<file path="config.mk">
export PLATFORM = sky130hd
export DESIGN_NAME = blis_top
export DESIGN_NICKNAME = d
export VERILOG_FILES = /design/src/rtl/blis_pkg.sv /design/src/rtl/blis_sync.sv /design/src/rtl/blis_top.sv
export VERILOG_INCLUDE_DIRS = /design/src /design/src/rtl
export SDC_FILE = /design/constraint.sdc
export NUM_CORES = 1
export LEC_CHECK = 0
export BUFFER_PORTS_ARGS = -buffer_cell sky130_fd_sc_hd__buf_2
export CAP_MARGIN = 25
export CORE_UTILIZATION = 38
export DETAILED_ROUTE_END_ITERATION = 10
export PLACE_DENSITY = 0.85
export REMOVE_ABC_BUFFERS = 1
export SETUP_SLACK_MARGIN = 0.2
export SLEW_MARGIN = 20
export SYNTH_ARGS = -nofsm -noshare
export SYNTH_HDL_FRONTEND = slang
export SYNTH_SLANG_ARGS = --single-unit
</file>
<file path="constraint.sdc">
create_clock -name CORE_CLK -period 2.8 [get_ports CORE_CLK]
set_clock_uncertainty 0.15 [all_clocks]
set_input_delay 0.28 -clock CORE_CLK [delete_from_list [all_inputs] [get_ports CORE_CLK]]
set_output_delay 0.28 -clock CORE_CLK [all_outputs]
set_load 0.03 [all_outputs]
</file>
<file path="src/rtl/blis_defines.svh">
// Offsets, field positions and reset values of the boot-load status block
`ifndef BLIS_DEFINES_SVH
`define BLIS_DEFINES_SVH
`define BLIS_ADDR_W 16
`define BLIS_OFS_RSVD_A 16'h021A
`define BLIS_OFS_RSVD_B 16'h021B
`define BLIS_OFS_RSVD_C 16'h021C
`define BLIS_OFS_RSVD_D 16'h021D
`define BLIS_OFS_BOOT_FAIL 16'h021E
`define BLIS_OFS_ROM_LOAD 16'h021F
`define BLIS_BIT_BOOT_FAILED 0
`define BLIS_BIT_LOAD_DONE 0
`define BLIS_BIT_CHECKSUM_OK 3
`define BLIS_RST_BOOT_FAILED 1'b0
`define BLIS_RST_LOAD_DONE 1'b0
`define BLIS_RST_CHECKSUM_OK 1'b1
`define BLIS_RST_PIN_LEVEL 1'b1
`define BLIS_RSVD_READ 8'h00
`endif

</file>
<file path="src/rtl/blis_pkg.sv">
// Types shared by the boot-load status block
package blis_pkg;
   typedef enum logic [1:0] {
      ST_START,
      ST_WAIT,
      ST_DONE
   } blis_state_t;
   typedef logic [7:0] blis_byte_t;
endpackage : blis_pkg

</file>
<file path="src/rtl/blis_sync.sv">
// Three-stage synchroniser with agreement filter for a pin input
`timescale 1ns/1ps
`include "blis_defines.svh"
module blis_sync (
   input wire logic clk,    // Core clock
   input wire logic rst,    // Async reset, active high
   input wire logic din,    // Asynchronous pin level
   output logic dout        // Filtered level in clk domain
);
   logic ff1_reg;
   logic ff2_reg;
   logic ff3_reg;
   logic level_reg;
   wire agree = (ff2_reg == ff3_reg);

   // Only the second stage reads the first; level moves once 2 and 3 agree
   always_ff @(posedge clk or posedge rst) begin
      if (rst) begin
         ff1_reg <= `BLIS_RST_PIN_LEVEL;
         ff2_reg <= `BLIS_RST_PIN_LEVEL;
         ff3_reg <= `BLIS_RST_PIN_LEVEL;
         level_reg <= `BLIS_RST_PIN_LEVEL;
      end else begin
         ff1_reg <= din;
         ff2_reg <= ff1_reg;
         ff3_reg <= ff2_reg;
         if (agree) begin
            level_reg <= ff3_reg;
         end
      end
   end

   assign dout = level_reg;
endmodule : blis_sync

</file>
<file path="src/rtl/blis_top.sv">
// Boot-load status flags, host port lock and interrupt summary
//
// Functional notes
// - Summary bit and pin follow enabled status
// - Read failure sets sticky failed flag
// - Checksum-ok low after CRC failure
// - CRC failure locks host port until reset
// - Read completion sets sticky done flag
`timescale 1ns/1ps
`include "blis_defines.svh"
module blis_top
   import blis_pkg::*;
#(
   parameter int IRQ_W = 8
) (
   input wire logic CORE_CLK,                  // Core clock, 100 MHz
   input wire logic RST,                       // Async reset, active high
   input wire logic RESET_PIN_N,               // Device reset pin
   output logic LOAD_START,                    // Start load pulse
   input wire logic LOAD_CPL,                  // Load cycle completed
   input wire logic LOAD_READ_ERR,             // Reading the ROM failed
   input wire logic LOAD_CRC_ERR,              // ROM read, CRC bad
   input wire logic [IRQ_W-1:0] IRQ_SRC_STATUS, // Interrupt status bits
   input wire logic [IRQ_W-1:0] IRQ_SRC_ENABLE, // Interrupt enables
   output logic IRQ_SUMMARY,                   // Summary status bit
   output logic IRQ_PIN_N_O,                   // Interrupt pin level
   output logic IRQ_PIN_N_OE,                  // Interrupt pin drive
   output logic HOST_PORT_LOCKED,              // Host port locked
   input wire logic REG_REQ,                   // Register access request
   input wire logic REG_WE,                    // Write when high
   input wire logic [`BLIS_ADDR_W-1:0] REG_ADDR, // Register address
   input wire logic [7:0] REG_WDATA,           // Write data
   output logic [7:0] REG_RDATA,               // Read data
   output logic REG_ACK                        // Access answered
);

   function automatic logic addr_is(input logic [`BLIS_ADDR_W-1:0] a,
                                    input logic [`BLIS_ADDR_W-1:0] ofs);
      addr_is = (a == ofs);
   endfunction : addr_is

   blis_state_t state_reg;
   blis_state_t state_next;
   logic pin_level;
   logic done_reg;
   logic done_next;
   logic fail_reg;
   logic fail_next;
   logic crc_ok_reg;
   logic crc_ok_next;
   logic lock_reg;
   logic lock_next;
   logic irq_reg;
   logic irq_next;
   blis_byte_t rdata_reg;
   blis_byte_t rdata_next;
   logic ack_reg;
   logic ack_next;

   // Pin reset is a device reset, so it clears what only reset may clear
   blis_sync u_pin_sync (
      .clk(CORE_CLK),
      .rst(RST),
      .din(RESET_PIN_N),
      .dout(pin_level)
   );
   wire pin_rst = ~pin_level;

   // Load sequencing: start once after each reset release
   wire start_fire = (state_reg == ST_START) && !pin_rst;
   always_comb begin
      state_next = state_reg;
      if (pin_rst) begin
         state_next = ST_START;
      end else begin
         unique case (state_reg)
            ST_START: state_next = ST_WAIT;
            ST_WAIT: begin
               if (LOAD_CPL) begin
                  state_next = ST_DONE;
               end
            end
            ST_DONE: state_next = ST_DONE;
         endcase
      end
   end
   assign LOAD_START = start_fire;

   // Sticky flags: a set in the clearing cycle wins over the pin reset
   // done flag sticky
   assign done_next = LOAD_CPL | (done_reg & ~pin_rst);
   assign fail_next = LOAD_READ_ERR | (fail_reg & ~pin_rst);
   assign crc_ok_next = ~LOAD_CRC_ERR & (crc_ok_reg | pin_rst);
   assign lock_next = LOAD_CRC_ERR | (lock_reg & ~pin_rst);

   assign irq_next = |(IRQ_SRC_STATUS & IRQ_SRC_ENABLE);

   // Register port decode; a locked port gives no answer at all
   // Write data is unused on purpose: every writable bit here is reserved
   wire hit_fail = addr_is(REG_ADDR, `BLIS_OFS_BOOT_FAIL);
   wire hit_load = addr_is(REG_ADDR, `BLIS_OFS_ROM_LOAD);
   wire take = REG_REQ && !lock_reg;
   wire [7:0] fail_byte = {7'h00, fail_reg};
   wire [7:0] load_byte = {4'h0, crc_ok_reg, 2'h0, done_reg};
   wire [7:0] read_byte = hit_fail ? fail_byte :
                          hit_load ? load_byte : `BLIS_RSVD_READ;
   assign ack_next = take;
   assign rdata_next = (take && !REG_WE) ? read_byte : 8'h00;

   // State, flags and answers
   always_ff @(posedge CORE_CLK or posedge RST) begin
      if (RST) begin
         state_reg <= ST_START;
         done_reg <= `BLIS_RST_LOAD_DONE;
         fail_reg <= `BLIS_RST_BOOT_FAILED;
         crc_ok_reg <= `BLIS_RST_CHECKSUM_OK;
         lock_reg <= 1'b0;
         irq_reg <= 1'b0;
         rdata_reg <= 8'h00;
         ack_reg <= 1'b0;
      end else begin
         state_reg <= state_next;
         done_reg <= done_next;
         fail_reg <= fail_next;
         crc_ok_reg <= crc_ok_next;
         lock_reg <= lock_next;
         irq_reg <= irq_next;
         rdata_reg <= rdata_next;
         ack_reg <= ack_next;
      end
   end

   // Open-drain pin: only ever pulled low, released otherwise
   assign IRQ_SUMMARY = irq_reg;
   assign IRQ_PIN_N_O = 1'b0;
   assign IRQ_PIN_N_OE = irq_reg;
   assign HOST_PORT_LOCKED = lock_reg;
   assign REG_RDATA = rdata_reg;
   assign REG_ACK = ack_reg;
endmodule : blis_top

</file>
==> summary.txt <==
Via Count: 575
Largest net degree at the start of global routing: 15
Avg Cell Area, Syn: 11.7 µm²
Main flop type after synthesis: dfrtp_1
Final setup viols: 0
DRT antenna net count: 0
Synthesis-to-finish area growth: 41.9%
Worst Tran Pin Value: 0.500 ns
Worst-path maximum fanout: 8
DRC: 1
Minimum clock period: 1.63 ns
CTS clk-pin slew, worst paths: 0.09 ns
Share of cells above drive strength 1: 0.528
Worst EP required: 2.37 ns
Final Cycle Share: 0.581
Fill cell count: 144
Commonest cells post-synth: dfrtp_1, buf_4, dfstp_2
WS Path Type: reg2out
Cell Area, Placed: 878 µm²
Num ports: 62
Clk root buf: clkbuf_4
Clk buf depth: 2
Fin area: 945 µm²
Iter 0 DRT Violations: 4
Unrepaired setup endpoints after global routing: false
Top-count cell post-synth: dfrtp_1
Gpl congestion: 0.739
Crit end category: primary output
Sequential area share after synthesis: 0.536
Site Rows: 14
Final Total Pwr: 531 µW
Largest cells by area after synthesis: dfrtp_1, dfstp_2, buf_4
Peak VDD IR: 0.000296 V
CTS Sinks: 14
Drt first pass iters: 7
Failing checks: DRC
Die area: 1920 µm²
Drt via density: 4.64
Worst slew margin: 0.666
Syn Inst Count: 57
Nets: 159
Ant. Diodes: 0
GRT overflow: 0
Setup TNS: 0 ns
Multi-input gate area: 256 µm²
Worst path max stage delay: 0.61 ns
Post-Synthesis Cell Area: 666 µm²
Avg WL per Cell: 11.4 µm
WP data arrival: 1.20 ns
Max Cap Viol: 0
Cell chain of the critical path: and2_1, buf_2
Fin util: 0.599
Latest clock arrival within the worst-skew pair: 0.27 ns
Slew Limit Fails: 0
Postcts setup bufs: 0
Die Y: 43.9 µm
Vias in the first global route: 566
Initial antenna violation count: 0
FMAX: 0.615 GHz
Die Width: 43.9 µm
H-tree levels: 1
Status: complete, but fails checks
Synthesis-stage register bit count: 14
Worst path slowest cell: dfstp_2
DP Wirelength: 1070 µm
Global-route wire length before repair: 2190 µm
Post-synth top area cell: dfrtp_1
Port bufs: 46
Routed Wire Length: 1420 µm
Total track usage: 0.161
Pwr Density: 562 nW/µm²
CP delay by family, top: flip-flops
Startpoint Class: register
Hold Vio Cnt, Final: 0
Number of enable flip-flop cells after synthesis: 0
Core Region: 1580 µm²
FF/Latch Area: 357 µm²
CP bufs+invs: 1
Synth warn: 0
Unique masters post-synth: 24
Worst setup margin: 1.17 ns
Top cell type's share of synthesized area: 0.338
Dpl ws: 1.48 ns
Leak pwr: 0.000501 µW
Initial Util: 0.422
CTS Buf Count: 3
Worst min-delay path category: in2reg
Synth async-reset ratio: 1.00
CTS tree: done
[cells in the final DEF (no fill, tap or decap)]
cell / synthesis / layout
buf_2: 0 / 46
dfrtp_1: 9 / 9
conb_1: 1 / 7
dfstp_2: 5 / 5
inv_1: 4 / 4
a22oi_1: 4 / 4
nand2_1: 3 / 3
a21o_1: 3 / 3
clkbuf_4: 0 / 3
dlygate4sd3_1: 0 / 3
nor4b_2: 2 / 2
nand4_1: 2 / 2
nor3_1: 2 / 2
ha_1: 2 / 2
nor4bb_1: 1 / 1
nor3b_1: 1 / 1
nor2_1: 1 / 1
mux2i_1: 1 / 1
a21oi_1: 1 / 1
nor2b_1: 1 / 1
and2_1: 1 / 1
nand2b_1: 1 / 1
o211a_1: 1 / 1
maj3_1: 1 / 1
or2_1: 1 / 1
a21boi_1: 1 / 1
clkbuf_8: 0 / 1
[logic make-up (layout without fill, tap and decap cells)]
group                      after synthesis  in the layout  share of synthesized area
adders and majority gates                3              3                     0.0526
other                                    1              7                    0.00563
muxes                                    1              1                     0.0150
AOI/OAI and AO/OA                       10             10                      0.113
DFF                                     14             14                      0.536
buffers and inverters                   12             57                      0.113
and+or+nand+nor                         16             16                      0.165
[routing by layer]
layer	GRT usage	up-vias	wire length, µm
met1	0.159	251	534
met3	0.0417	4	100
met4	0.103	0	25
met2	0.296	34	754
met5	0	-	0
li1	-	286	-
[per-stage QoR]
step	hold slack [ns]	instances
after global routing	0.0198	124
final	0.0237	124
after CTS	0.0204	124
after floorplan	0.0156	55
after global placement	0.168	117
after detailed placement	0.180	117
[power breakdown]
group          total (µW)  internal [µW]  switching [µW]  leakage [µW]
Clock                 143           79.0            63.9     0.0000210
Sequential            245            230            14.5      0.000161
Combinational         144           62.8            81.1      0.000319
[final cells by class]
type,count,share of cell area
Inverter,4,0.0159
Timing Repair Buffer,49,0.275
Tap cell,16,0.0212
Clock buffer,4,0.0384
Sequential cell,14,0.377
Multi-Input combinational cell,37,0.272
[final timing paths]
kind	end	slack, ns	startpoint	depth (start not counted)
max	LOAD_START	1.17	u_pin_sync.dout$_DFFE_PP1N_	2
min	fail_reg$_DFF_PP0_	0.02	LOAD_READ_ERR	2
max reg2reg	REG_RDATA[3]$_DFF_PP0_	1.51	HOST_PORT_LOCKED$_DFF_PP0_	3
min reg2reg	u_pin_sync.ff2_reg$_DFF_PP1_	0.21	u_pin_sync.ff1_reg$_DFF_PP1_	0
max in group asynchronous	u_pin_sync.ff3_reg$_DFF_PP1_	1.71	RST	3
min in group asynchronous	fail_reg$_DFF_PP0_	0.43	RST	3
[timing repair]
item,in CTS,in global routing
hold endpoints to repair,11,0
resized for setup,0,0
hold buffers,3,0
Power figures use the tool's default switching activity.
